**config.mk**
```make
export PLATFORM = sky130hd
export DESIGN_NAME = i2cmm_top
export DESIGN_NICKNAME = d
export VERILOG_FILES = /design/src/i2cmm_pkg.sv /design/src/i2cmm_line_sync.sv /design/src/i2cmm_top.sv
export VERILOG_INCLUDE_DIRS = /design/src /design/src/src
export SDC_FILE = /design/constraint.sdc
export NUM_CORES = 1
export LEC_CHECK = 0
export ABC_CLOCK_PERIOD_IN_PS = 3650
export BUFFER_PORTS_ARGS = -buffer_cell sky130_fd_sc_hd__buf_2
export CAP_MARGIN = 10
export CORE_ASPECT_RATIO = 1.5
export CORE_MARGIN = 1
export CORE_UTILIZATION = 61
export CTS_CLUSTER_DIAMETER = 80
export CTS_CLUSTER_SIZE = 12
export DETAILED_ROUTE_END_ITERATION = 6
export HOLD_SLACK_MARGIN = 0.1
export PLACE_DENSITY = 0.9
export SYNTH_ARGS = -nofsm -noshare
export SYNTH_HDL_FRONTEND = slang
export SYNTH_SLANG_ARGS = --single-unit
```
**constraint.sdc**
```tcl
create_clock -name clk -period 3.65 [get_ports clk]
set_input_delay 0 -clock clk [delete_from_list [all_inputs] [get_ports clk]]
set_output_delay 0 -clock clk [all_outputs]
set_load 0.005 [all_outputs]
```
**src/i2cmm_map.svh**
```systemverilog
// Purpose: Register offsets, field positions, reset values and timing counts of the two-wire bus interface.
// Assumes: Register port with a 4-bit word address and 8-bit data.
// Notes: Definitions only; included by bare name.
`ifndef I2CMM_MAP_SVH
`define I2CMM_MAP_SVH

// Register word addresses.
`define I2CMM_A_CTRL 4'h0
`define I2CMM_A_STAT1 4'h1
`define I2CMM_A_STAT2 4'h2
`define I2CMM_A_DATA 4'h3
`define I2CMM_A_OWN_LO 4'h4
`define I2CMM_A_OWN_HI 4'h5
`define I2CMM_A_GCA 4'h6
`define I2CMM_A_CCR 4'h7
`define I2CMM_A_ECCR 4'h8

// Control register fields; bit 7 is kept clear and reads as zero.
`define I2CMM_CR_ITE 0
`define I2CMM_CR_STOP 1
`define I2CMM_CR_ACK 2
`define I2CMM_CR_START 3
`define I2CMM_CR_GCEN 4
`define I2CMM_CR_ON 5
`define I2CMM_CR_DMA 6
`define I2CMM_CR_WMASK 8'h7f

// Second own-address register: bits 7:6 clock range, bit 3 ten-bit mode, bits 2:1 address bits 9:8.
`define I2CMM_OH_A10 3
// Clock divider register: bit 7 selects the fast rate floor.
`define I2CMM_CCR_FAST 7

// Reset value of every software register.
`define I2CMM_RST_BYTE 8'h00
// Ten-bit header prefix and the start byte that is never answered.
`define I2CMM_HDR10 5'h1e
`define I2CMM_START_BYTE 8'h01

// Bit rate limits and the derived least half period in system clocks (rounded up).
`define I2CMM_CLK_HZ 100000000
`define I2CMM_STD_HZ 100000
`define I2CMM_FAST_HZ 400000
`define I2CMM_STD_HALF ((`I2CMM_CLK_HZ + 2 * `I2CMM_STD_HZ - 1) / (2 * `I2CMM_STD_HZ))
`define I2CMM_FAST_HALF ((`I2CMM_CLK_HZ + 2 * `I2CMM_FAST_HZ - 1) / (2 * `I2CMM_FAST_HZ))

`endif

```
**src/i2cmm_pkg.sv**
```systemverilog
// Purpose: Types shared by the two-wire bus interface.
// Assumes: Constants come from i2cmm_map.svh.
// Notes: State enums carry no explicit codes.
package i2cmm_pkg;

	// Start and stop generator states.
	typedef enum logic [2:0] {G_IDLE, G_START_A, G_START_B, G_STOP_A, G_STOP_B} i2cmm_gen_t;

	// What software access releases a stretched clock.
	typedef enum logic [1:0] {W_NONE, W_SR1, W_WR, W_RD} i2cmm_wait_t;

endpackage

```
**src/i2cmm_line_sync.sv**
```systemverilog
// Purpose: Synchronise the bus lines and find clock edges and start and stop conditions.
// Assumes: Lines idle high through external pull-ups.
// Notes: The first flop of each chain feeds only the second.
`timescale 1ns/100ps
module i2cmm_line_sync (
	input wire logic clk,
	input wire logic rst_n,
	input wire logic sda_pin,
	input wire logic scl_pin,
	output logic sda_s,
	output logic scl_s,
	output logic scl_rise,
	output logic scl_fall,
	output logic start_det,
	output logic stop_det
);
	logic [2:0] sda_q;
	logic [2:0] scl_q;

	// Two stages of synchronisation plus one stage of history, reset to the idle high level.
	always_ff @(posedge clk) begin
		if (!rst_n) begin
			sda_q <= 3'h7;
			scl_q <= 3'h7;
		end else begin
			sda_q <= {sda_q[1:0], sda_pin};
			scl_q <= {scl_q[1:0], scl_pin};
		end
	end

	// Edges only look at stages two and three, never at the metastable first stage.
	assign sda_s = sda_q[1];
	assign scl_s = scl_q[1];
	assign scl_rise = scl_q[1] & ~scl_q[2];
	assign scl_fall = ~scl_q[1] & scl_q[2];
	assign start_det = scl_q[1] & scl_q[2] & sda_q[2] & ~sda_q[1];
	assign stop_det = scl_q[1] & scl_q[2] & ~sda_q[2] & sda_q[1];
endmodule

```
**src/i2cmm_top.sv**
```systemverilog
// Purpose: Multimaster and slave two-wire bus interface behind a plain register port.
// Assumes: 100 MHz clk, synchronous active-low reset, open-drain pads resolved outside.
// Notes: Bus events are taken from synchronised line edges, so master and slave share one bit engine.
`timescale 1ns/100ps
`include "i2cmm_map.svh"

// Function
// Standard up to 100 kHz, fast up to 400 kHz, rate set by divider.
// When enabled, pins only pull low or release, never drive high.
// When disabled, pins return to general-purpose port control.
// Interface is disabled after reset.
// Software sets own-address-high bits 7:6 for clock range before enabling.
// Software keeps control bit 7 clear.
// Slave by default, master after start, slave after arbitration loss or stop.
// Master drives clock; start and stop only on software request.
// Every transfer opens with start and closes with stop.
// Slave recognises own 7/10-bit address and gated general call.
// Start byte 01h is never answered.
// General call from its register; own address from one or both registers.
// Bytes shift eight bits, most significant first.
// First byte (7-bit) or two bytes (10-bit) are address.
// Ninth clock carries receiver acknowledge; software enables acknowledge.
// Clock held low until data written before send or read after receive.
// DMA request, wait for completion, then transfer on next clock rise.
// Parallel-serial conversion, steps by interrupt or polled flags.
// Enable bit written twice; first write only turns the interface on.
// Address match sets flag, acknowledges, holds clock until status one read.
// Start or stop inside a byte sets bus error and resets engine.
// Arbitration loss sets lost and ack-failure flags, drops master, resets.
// Master waits while clock stays low after release.
// Start and stop found by data change while clock high, synchronised.
module i2cmm_top
	import i2cmm_pkg::*;
#(
	parameter int CNT_W = 12
) (
	input wire logic clk,
	input wire logic rst_n,
	input wire logic [3:0] reg_addr,
	input wire logic [7:0] reg_wdata,
	input wire logic reg_we,
	input wire logic reg_re,
	output logic [7:0] reg_rdata,
	input wire logic sda_in,
	input wire logic scl_in,
	output logic sda_out,
	output logic sda_oe,
	output logic scl_out,
	output logic scl_oe,
	input wire logic gpio_sda_out,
	input wire logic gpio_sda_oe,
	input wire logic gpio_scl_out,
	input wire logic gpio_scl_oe,
	output logic dma_req,
	input wire logic dma_ack,
	input wire logic [7:0] dma_wdata,
	output logic [7:0] dma_rdata,
	output logic event_irq
);
	// The divider is twelve bits wide; a narrower timer could not reach it.
	if (CNT_W < 12 || CNT_W > 16) begin : g_bad_width
		$error("CNT_W must lie between 12 and 16");
	end

	logic [7:0] ctrl_q, own_lo_q, own_hi_q, gca_q, ccr_q, eccr_q, dr_q, sh_q, rdata_q;
	logic [3:0] cnt_q;
	logic [CNT_W-1:0] tmr_q;
	logic busy_q, master_q, active_q, addr_ph_q, a10_stage_q, matched10_q, pend_q, tx_q, nack_q;
	logic hold_q, sda_low_q, gsda_low_q, gscl_low_q, dma_req_q, irq_q;
	logic sb_q, address_matched_flag_q, btf_q, af_q, stopf_q, arbitration_lost_flag_q, bus_error_flag_q, gcal_q;
	logic sda_oe_q, scl_oe_q, sda_out_q, scl_out_q;
	i2cmm_gen_t gen_q;
	i2cmm_wait_t wait_q;
	logic sda_s, scl_s, scl_rise, scl_fall, start_det, stop_det;

	i2cmm_line_sync u_sync (
		.clk(clk),
		.rst_n(rst_n),
		.sda_pin(sda_in),
		.scl_pin(scl_in),
		.sda_s(sda_s),
		.scl_s(scl_s),
		.scl_rise(scl_rise),
		.scl_fall(scl_fall),
		.start_det(start_det),
		.stop_det(stop_det)
	);

	// Register port decode.
	wire wr_ctrl = reg_we && reg_addr == `I2CMM_A_CTRL;
	wire wr_dr = reg_we && reg_addr == `I2CMM_A_DATA;
	wire rd_sr1 = reg_re && reg_addr == `I2CMM_A_STAT1;
	wire rd_sr2 = reg_re && reg_addr == `I2CMM_A_STAT2;
	wire rd_dr = reg_re && reg_addr == `I2CMM_A_DATA;
	wire on = ctrl_q[`I2CMM_CR_ON];
	wire ack_en = ctrl_q[`I2CMM_CR_ACK];
	wire a10 = own_hi_q[`I2CMM_OH_A10];

	// Status words; the event summary is any pending flag except general call.
	wire evf = sb_q | address_matched_flag_q | btf_q | af_q | stopf_q | arbitration_lost_flag_q | bus_error_flag_q;
	wire [7:0] sr1 = {evf, tx_q, busy_q, btf_q, address_matched_flag_q, master_q, sb_q, hold_q};
	wire [7:0] sr2 = {3'h0, af_q, stopf_q, arbitration_lost_flag_q, bus_error_flag_q, gcal_q};
	wire [7:0] rd_val = reg_addr == `I2CMM_A_CTRL ? ctrl_q :
		reg_addr == `I2CMM_A_STAT1 ? sr1 :
		reg_addr == `I2CMM_A_STAT2 ? sr2 :
		reg_addr == `I2CMM_A_DATA ? dr_q :
		reg_addr == `I2CMM_A_OWN_LO ? own_lo_q :
		reg_addr == `I2CMM_A_OWN_HI ? own_hi_q :
		reg_addr == `I2CMM_A_GCA ? {1'b0, gca_q[6:0]} :
		reg_addr == `I2CMM_A_CCR ? ccr_q :
		reg_addr == `I2CMM_A_ECCR ? eccr_q : 8'h00;

	// The first enabling write sets only the enable bit; the rest is taken once it is on.
	wire [7:0] ctrl_wr = on ? (reg_wdata & `I2CMM_CR_WMASK) : (reg_wdata & 8'h20);
	wire start_req = ctrl_q[`I2CMM_CR_START];
	wire stop_req = ctrl_q[`I2CMM_CR_STOP];
	wire gen_take_start = gen_q == G_IDLE && start_req && (!busy_q || (master_q && hold_q));
	wire gen_take_stop = gen_q == G_IDLE && !start_req && stop_req && master_q && hold_q;
	wire [7:0] ctrl_clr = {4'h0, gen_take_start, 1'b0, gen_take_stop, 1'b0};

	// Half bit period: the divider, never shorter than the floor of the selected rate.
	wire [11:0] div_val = {eccr_q[4:0], ccr_q[6:0]};
	wire [11:0] half_min = ccr_q[`I2CMM_CCR_FAST] ? 12'(`I2CMM_FAST_HALF) : 12'(`I2CMM_STD_HALF);
	wire [CNT_W-1:0] half = CNT_W'(div_val > half_min ? div_val : half_min);
	wire tmr_done = tmr_q >= half;

	// Slave address comparison on the byte just shifted in.
	wire not_sb = sh_q != `I2CMM_START_BYTE;
	wire hdr_ok = a10 && sh_q[7:3] == `I2CMM_HDR10 && sh_q[2:1] == own_hi_q[2:1];
	wire m_gc = ctrl_q[`I2CMM_CR_GCEN] && sh_q[7:1] == gca_q[6:0] && not_sb;
	wire m_7 = !a10 && sh_q[7:1] == own_lo_q[7:1] && not_sb;
	wire m_hw = hdr_ok && !sh_q[0] && !a10_stage_q;
	wire m_hr = hdr_ok && sh_q[0] && matched10_q;
	wire m_lo = a10 && a10_stage_q && sh_q == own_lo_q;
	wire m_any = m_7 || m_gc || m_hr || m_lo;
	wire m_hdr_tx = a10 && sh_q[7:3] == `I2CMM_HDR10 && !sh_q[0];

	// Software or DMA access that ends a stretched clock.
	wire dma_en = ctrl_q[`I2CMM_CR_DMA];
	wire fill = hold_q && wait_q == W_WR && (wr_dr || (dma_en && dma_ack));
	wire drain = hold_q && wait_q == W_RD && (rd_dr || (dma_en && dma_ack));
	wire [7:0] fill_val = wr_dr ? reg_wdata : dma_wdata;
	wire arb_lost = scl_rise && active_q && master_q && tx_q && cnt_q < 4'h8 && !sda_low_q && !sda_s;

	// Software registers; reset leaves the interface off.
	always_ff @(posedge clk) begin
		if (!rst_n) begin
			ctrl_q <= `I2CMM_RST_BYTE;
			own_lo_q <= `I2CMM_RST_BYTE;
			own_hi_q <= `I2CMM_RST_BYTE;
			gca_q <= `I2CMM_RST_BYTE;
			ccr_q <= `I2CMM_RST_BYTE;
			eccr_q <= `I2CMM_RST_BYTE;
		end else begin
			ctrl_q <= (wr_ctrl ? ctrl_wr : ctrl_q) & ~ctrl_clr;
			if (reg_we && reg_addr == `I2CMM_A_OWN_LO) own_lo_q <= reg_wdata;
			if (reg_we && reg_addr == `I2CMM_A_OWN_HI) own_hi_q <= reg_wdata;
			if (reg_we && reg_addr == `I2CMM_A_GCA) gca_q <= reg_wdata;
			if (reg_we && reg_addr == `I2CMM_A_CCR) ccr_q <= reg_wdata;
			if (reg_we && reg_addr == `I2CMM_A_ECCR) eccr_q <= reg_wdata;
		end
	end

	// Bus engine, clock generator and flags; turning the interface off resets them like reset does, except that the data register keeps its value and stays writable.
	always_ff @(posedge clk) begin
		if (!rst_n || !on) begin
			{busy_q, master_q, active_q, addr_ph_q, a10_stage_q, matched10_q, pend_q, tx_q, nack_q} <= 9'h000;
			{hold_q, sda_low_q, gsda_low_q, gscl_low_q} <= 4'h0;
			{sb_q, address_matched_flag_q, btf_q, af_q, stopf_q, arbitration_lost_flag_q, bus_error_flag_q, gcal_q} <= 8'h00;
			sh_q <= 8'h00;
			cnt_q <= 4'h0;
			tmr_q <= '0;
			gen_q <= G_IDLE;
			wait_q <= W_NONE;
			if (!rst_n) dr_q <= `I2CMM_RST_BYTE;
			else if (wr_dr) dr_q <= reg_wdata;
		end else begin
			// Reading status two clears its flags; any set below in the same cycle wins.
			if (rd_sr2) {af_q, stopf_q, arbitration_lost_flag_q, bus_error_flag_q, gcal_q} <= 5'h00;
			if (wr_dr) dr_q <= reg_wdata;
			if (start_det) begin
				busy_q <= 1'b1;
				// The rise that opens a legal stop or repeated start counts as one bit, so only two to eight is misplaced.
				if (active_q && cnt_q > 4'h1 && cnt_q < 4'h9) bus_error_flag_q <= 1'b1;
				{active_q, addr_ph_q, a10_stage_q, pend_q} <= 4'b1100;
				cnt_q <= 4'h0;
				tx_q <= master_q;
			end else if (stop_det) begin
				busy_q <= 1'b0;
				if (active_q && cnt_q > 4'h1 && cnt_q < 4'h9) bus_error_flag_q <= 1'b1;
				else if (active_q) stopf_q <= 1'b1;
				{active_q, master_q, matched10_q, hold_q, sda_low_q} <= 5'h00;
				cnt_q <= 4'h0;
				wait_q <= W_NONE;
			end else if (arb_lost) begin
				{arbitration_lost_flag_q, af_q} <= 2'b11;
				{master_q, active_q, hold_q, sda_low_q, gscl_low_q} <= 5'h00;
				cnt_q <= 4'h0;
			end else if (scl_rise && active_q) begin
				if (cnt_q < 4'h8) sh_q <= {sh_q[6:0], sda_s};
				if (cnt_q == 4'h8) nack_q <= sda_s;
				if (cnt_q == 4'h8 && tx_q && sda_s) af_q <= 1'b1;
				if (cnt_q < 4'h9) cnt_q <= cnt_q + 4'h1;
			end else if (scl_fall && active_q && !hold_q) begin
				if (cnt_q < 4'h8) begin
					sda_low_q <= tx_q & ~sh_q[7];
				end else if (cnt_q == 4'h8) begin
					// Ninth clock: the receiver drives acknowledge.
					if (addr_ph_q && !master_q) begin
						if (m_hw) begin
							a10_stage_q <= 1'b1;
							sda_low_q <= ack_en;
						end else if (m_any) begin
							sda_low_q <= ack_en;
							{address_matched_flag_q, pend_q} <= 2'b11;
							gcal_q <= m_gc;
							tx_q <= m_hr || ((m_7 || m_gc) && sh_q[0]);
							matched10_q <= matched10_q | m_lo | m_hr;
						end else begin
							{active_q, sda_low_q} <= 2'b00;
						end
					end else begin
						if (!tx_q) dr_q <= sh_q;
						sda_low_q <= !tx_q && !addr_ph_q && ack_en;
					end
				end else begin
					sda_low_q <= 1'b0;
					cnt_q <= 4'h0;
					hold_q <= 1'b1;
					if (master_q && addr_ph_q) begin
						addr_ph_q <= a10 && m_hdr_tx && !a10_stage_q;
						a10_stage_q <= a10 && m_hdr_tx;
						tx_q <= ~sh_q[0] || (a10 && m_hdr_tx);
						wait_q <= (sh_q[0] && !m_hdr_tx) ? W_SR1 : W_WR;
					end else if (!master_q && addr_ph_q) begin
						addr_ph_q <= !pend_q;
						hold_q <= pend_q;
						wait_q <= pend_q ? W_SR1 : W_NONE;
						pend_q <= 1'b0;
					end else if (tx_q && nack_q && !master_q) begin
						{hold_q, active_q} <= 2'b00;
						wait_q <= W_NONE;
					end else begin
						btf_q <= 1'b1;
						wait_q <= tx_q ? W_WR : W_RD;
					end
				end
			end else if (hold_q && wait_q == W_SR1 && rd_sr1) begin
				{address_matched_flag_q, sb_q} <= 2'b00;
				hold_q <= tx_q;
				wait_q <= tx_q ? W_WR : W_NONE;
			end else if (fill) begin
				// Data loaded and its first bit placed while the clock is still low.
				sh_q <= fill_val;
				dr_q <= fill_val;
				sda_low_q <= ~fill_val[7];
				{hold_q, btf_q, sb_q, gsda_low_q} <= 4'h0;
				wait_q <= W_NONE;
			end else if (drain) begin
				{hold_q, btf_q} <= 2'b00;
				wait_q <= W_NONE;
			end
			// Start and stop generator, then the master bit clock.
			case (gen_q)
				G_IDLE: begin
					tmr_q <= '0;
					if (gen_take_start) begin
						gen_q <= G_START_A;
						{hold_q, gscl_low_q, sda_low_q} <= 3'h0;
					end else if (gen_take_stop) begin
						gen_q <= G_STOP_A;
						{hold_q, sda_low_q, gsda_low_q, gscl_low_q} <= 4'b0011;
					end else if (master_q && active_q && !hold_q) begin
						// The high half is timed only once the line is seen high.
						if (gscl_low_q) tmr_q <= tmr_done ? '0 : tmr_q + 1'b1;
						else if (!scl_s) tmr_q <= '0;
						else tmr_q <= tmr_done ? '0 : tmr_q + 1'b1;
						if (tmr_done && (gscl_low_q || scl_s)) gscl_low_q <= ~gscl_low_q;
					end
				end
				G_START_A: begin
					tmr_q <= scl_s ? tmr_q + 1'b1 : '0;
					if (scl_s && tmr_done) begin
						gsda_low_q <= 1'b1;
						tmr_q <= '0;
						gen_q <= G_START_B;
					end
				end
				G_START_B: begin
					tmr_q <= tmr_q + 1'b1;
					if (tmr_done) begin
						{master_q, sb_q, tx_q, hold_q, gscl_low_q} <= 5'h1f;
						wait_q <= W_SR1;
						gen_q <= G_IDLE;
					end
				end
				G_STOP_A: begin
					tmr_q <= tmr_q + 1'b1;
					if (tmr_done) begin
						gscl_low_q <= 1'b0;
						tmr_q <= '0;
						gen_q <= G_STOP_B;
					end
				end
				G_STOP_B: begin
					tmr_q <= scl_s ? tmr_q + 1'b1 : '0;
					if (scl_s && tmr_done) begin
						{gsda_low_q, master_q, active_q} <= 3'h0;
						wait_q <= W_NONE;
						gen_q <= G_IDLE;
					end
				end
				default: gen_q <= G_IDLE;
			endcase
		end
	end

	// Pads: open drain while on, general-purpose port otherwise; all outputs registered.
	always_ff @(posedge clk) begin
		if (!rst_n) begin
			{sda_out_q, sda_oe_q, scl_out_q, scl_oe_q} <= 4'h0;
			{dma_req_q, irq_q} <= 2'b00;
			rdata_q <= 8'h00;
		end else begin
			sda_out_q <= on ? 1'b0 : gpio_sda_out;
			sda_oe_q <= on ? (sda_low_q | gsda_low_q) : gpio_sda_oe;
			scl_out_q <= on ? 1'b0 : gpio_scl_out;
			scl_oe_q <= on ? (hold_q | gscl_low_q) : gpio_scl_oe;
			dma_req_q <= on && dma_en && hold_q && (wait_q == W_WR || wait_q == W_RD) && !dma_ack;
			irq_q <= on && ctrl_q[`I2CMM_CR_ITE] && evf;
			rdata_q <= reg_re ? rd_val : 8'h00;
		end
	end

	assign reg_rdata = rdata_q;
	assign sda_out = sda_out_q;
	assign sda_oe = sda_oe_q;
	assign scl_out = scl_out_q;
	assign scl_oe = scl_oe_q;
	assign dma_req = dma_req_q;
	assign dma_rdata = dr_q;
	assign event_irq = irq_q;
endmodule

```
==> flow_summary.yaml <==
outcome:
  status: "finished with violations"
  violations: "DRC"
floorplan:
  core_mm2: 0.0116
  initial_core_util_pct: 62.8
  rows: 48
  fp.dieW_um: 91.2
  fp.dieArea_mm2: 0.0124
  io_pins: 53
  dieHeight_um: 136
cts:
  clk_pin_slew_ps: 60
  cts_tree: "yes"
  clock_latency_ps: 430
  cts.sinks: 124
  clockBufferDepth: 2
  htree_levels: 4
  root_buffer: "clkbuf_16"
  numCtsBuffers: 17
power:
  power_frac_seq_pct: 39.6
  vdd_drop_max_uv: 302
  switching_share_pct: 22.2
  net-switching-power_mw: 0.775
  pwr_density_cell_mw_per_mm2: 417
  clockPowerShare_pct: 54.1
  p_total_mw: 3.49
  p_leak_nw: 3.20
  intPower_mw: 2.71
  p_comb_share_pct: 6.3
placed_design:
  pre_cts_ws_ps: -87.3
  io_buffers: 52
  dpl.hpwl_um: 15200
  placedCellCount: 1079
  placed_area_mm2: 0.00747
  gp_congestion: 1.03
layout:
  n_antenna_cell: 0
  design_area_mm2: 0.00837
  final_cells: 1134
  post-route-util_pct: 72.2
  nets: 1022
  areaGrowthSynthToFinish_pct: 15.0
  drive_above_1_share_pct: 12.4
global_route:
  grt_usage_pct: 37.6
  grt_max_degree: 48
  grt_pass1_wl_um: 36000
  grt_pass1_vias: 7201
  grt-ovfl-total: 0
  antenna_found_initial: 0
sta:
  hold_viol_final: 0
  hold_ws_ps: 124
  setup_viol: 0
  fin_crit_sh_pct: 92.9
  worst_slack_ps: 259
  fin_skew_ps: 8.46
  fmax_mhz: 295
  tightestPinTransition_ps: 863
  timing.final.max_slew_violations: 0
  tns_ps: 0
  period_minus_slack_ps: 3390
  timing.slew.headroom_pct: 42.2
logic_synthesis:
  syn_area_mm2: 0.00728
  synthArstFlopShare_pct: 0
  yosys_warnings: 0
  syn-num-nets: 988
  yosysUniqueCellTypes: 79
  ys.flop_type: "dfxtp_1"
  syn_area_per_cell_um2: 7.77
  synth_enable_flop_cells: 0
  synthCells: 937
  seq_area_frac_synth_pct: 34.1
  ys_seq_elements: 124
critical_path:
  r2r-start: "ccr_q[7]$_SDFFE_PN0P_"
  critPathSlowestCell: "o21ai_0"
  r2r_cells: 14
  cp-start-kind: "register"
  r2r-end: "wait_q[0]$_SDFF_PN0_"
  worstSetupPathType: "reg2reg"
  crit_path_end_kind: "register"
  cpMostUsedCell: "o21ai_0"
  cp.required_ps: 3940
  r2r_slack_ps: 260
  crit_arrival_ps: 3680
  critPathMaxFanout: 10
  critPathMaxStageDelay_ps: 490
  cp_cell_sequence: "inv_1 > ha_1 > a31oi_1 > o21ai_0 > o21ai_0 > and4_2 > mux2i_1 > ha_1 > and3_1 > o2111ai_1 > a31oi_2 > nor2_4 > o21ai_0 > o22ai_1"
min_path:
  hold_path.class: "in2reg"
  hp-start: "dma_wdata[3]"
  hold_path_depth: 4
  min_to: "sh_q[3]$_SDFFE_PN0P_"
routing:
  final_antenna_net_count: 0
  wl_per_cell_um: 20.5
  routed_wl_um: 23200
  route.detailed.drc: 4
  first_pass_iters: 7
  drt_iter0_drc: 969
  dr_total_vias: 7737
  viasPerCell: 6.82
job:
  cap_viol_max_count: 0
[what timing repair did]
action                                  4_1_cts  5_1_grt
hold endpoints to repair                     59        0
buffers inserted                              0        2
pin swaps                                     0        1
hold buffers                                 21        0
endpoints found under the setup margin        5       23
resized for setup                             1        4
[placed cells by master (no fill, tap or decap), types with 17 or more instances in the layout]
| cell type | instances |
|---|---|
| a21oi_1 | 90 |
| inv_1 | 22 |
| ha_1 | 20 |
| mux2i_1 | 47 |
| nand3_1 | 31 |
| nand2_1 | 120 |
| nor2_1 | 85 |
| clkbuf_16 | 17 |
| buf_4 | 18 |
| dlygate4sd3_1 | 21 |
| o21ai_0 | 76 |
| dfxtp_1 | 124 |
| buf_2 | 52 |
[registers in the layout (all words and copies together), names as in the netlist, 2 cells and up]
signal and flops:
ccr_q 8, cnt_q 4, ctrl_q 7, dma_rdata 8, eccr_q 8, gca_q 7
gen_q 3, own_hi_q 8, own_lo_q 8, reg_rdata 8, sh_q 8, tmr_q 12
u_sync.scl_q 3, u_sync.sda_q 3, wait_q 2
[cell usage after synthesis (3+ instances only)]
cell | number | area share (%)
a2bb2oi_1 | 3 | 0.36
a32oi_1 | 5 | 0.60
nor4_1 | 8 | 0.69
nand3_1 | 31 | 2.1
a211o_1 | 9 | 1.1
a311oi_1 | 4 | 0.48
o22ai_1 | 14 | 1.2
a31oi_1 | 9 | 0.77
or3_1 | 5 | 0.43
nand2_1 | 121 | 6.2
o31a_1 | 3 | 0.36
nor2_1 | 86 | 4.4
a21oi_1 | 90 | 6.2
a21o_1 | 3 | 0.31
xnor2_1 | 15 | 1.8
a211oi_1 | 3 | 0.31
or2_1 | 3 | 0.26
a2111oi_0 | 3 | 0.36
clkbuf_8 | 4 | 0.76
xor2_1 | 14 | 1.7
o21ai_0 | 76 | 5.2
ha_1 | 20 | 3.4
inv_1 | 22 | 1.1
buf_2 | 17 | 1.2
nor3b_1 | 7 | 0.72
o211ai_1 | 7 | 0.72
o21bai_1 | 3 | 0.31
a22oi_1 | 6 | 0.62
buf_6 | 5 | 0.77
nor2b_1 | 8 | 0.69
o21a_1 | 4 | 0.41
nand4_1 | 8 | 0.69
mux2i_1 | 47 | 6.5
clkbuf_1 | 48 | 2.5
nand4b_1 | 4 | 0.48
nand2b_1 | 16 | 1.4
and2_1 | 4 | 0.34
dfxtp_1 | 124 | 34
nor3_1 | 15 | 1.0
or2_2 | 5 | 0.43
and3_1 | 13 | 1.1
[logic make-up (layout without fill, tap and decap cells)]
family	count (synthesis)	count (layout)	share of synthesized area, %
AND/OR/NAND/NOR	354	354	23.9
AO/OA/AOI/OAI	264	264	22.0
flip-flops	124	124	34.1
buffers and inverters	98	145	6.46
multiplexers	48	48	6.62
XOR/XNOR	29	29	3.49
adder cells (fa/ha/maj)	20	20	3.44
[critical path: cells and delay by family, from the launching register on]
family / cells / cell delay, ps
adder cells (fa/ha/maj): 2 / 610
multiplexers: 1 / 130
AO/OA/AOI/OAI: 7 / 1350
buffers and inverters: 1 / 110
AND/OR/NAND/NOR: 3 / 670
flip-flops: 1 / 380
[how the worst max path moves through the flow]
stage | to | cells after the start | slack [ps] | start
floorplan | wait_q[0]$_SDFF_PN0_ | 17 | 450 | ccr_q[7]$_SDFFE_PN0P_
global placement | gen_q[0]$_SDFFE_PN0P_ | 15 | 110 | ccr_q[7]$_SDFFE_PN0P_
detailed placement | gsda_low_q$_SDFF_PN0_ | 14 | -90 | ccr_q[7]$_SDFFE_PN0P_
CTS | gsda_low_q$_SDFF_PN0_ | 14 | 70 | ccr_q[7]$_SDFFE_PN0P_
global route | tmr_q[2]$_SDFFE_PN0P_ | 15 | -40 | ccr_q[7]$_SDFFE_PN0P_
finish | wait_q[0]$_SDFF_PN0_ | 14 | 260 | ccr_q[7]$_SDFFE_PN0P_
[layout make-up]
type                    instances  area [um2]
clock buffers                  22         474
clock inverters                10         186
fillers                       777        3220
inverters                      22        82.6
multi-input cells             715        4350
flip-flops and latches        124        2480
well taps                     150         188
repair buffers                 91         606
[power by group through the flow]
stage | Combinational [mW] | Clock (mW) | Sequential (mW)
CTS | 0.208 | 1.88 | 1.38
global route | 0.231 | 1.94 | 1.38
detailed placement | 0.188 | 0 | 1.41
global placement | 0.186 | 0 | 1.41
floorplan | 0.126 | 0 | 1.40
finish | 0.220 | 1.89 | 1.38
[layer usage]
| layer | part of all wire, % | GRT usage (%) | vias to the layer above | wire length [um] |
|---|---|---|---|---|
| li1 | - | - | 3419 | - |
| met1 | 34 | 40.3 | 3526 | 7900 |
| met2 | 47 | 62.8 | 599 | 10900 |
| met3 | 10 | 8.64 | 193 | 2360 |
| met4 | 8.7 | 31.1 | 0 | 2010 |
| met5 | 0 | 0 | - | 0 |
Note: power is estimated with default switching activity, not from simulation.
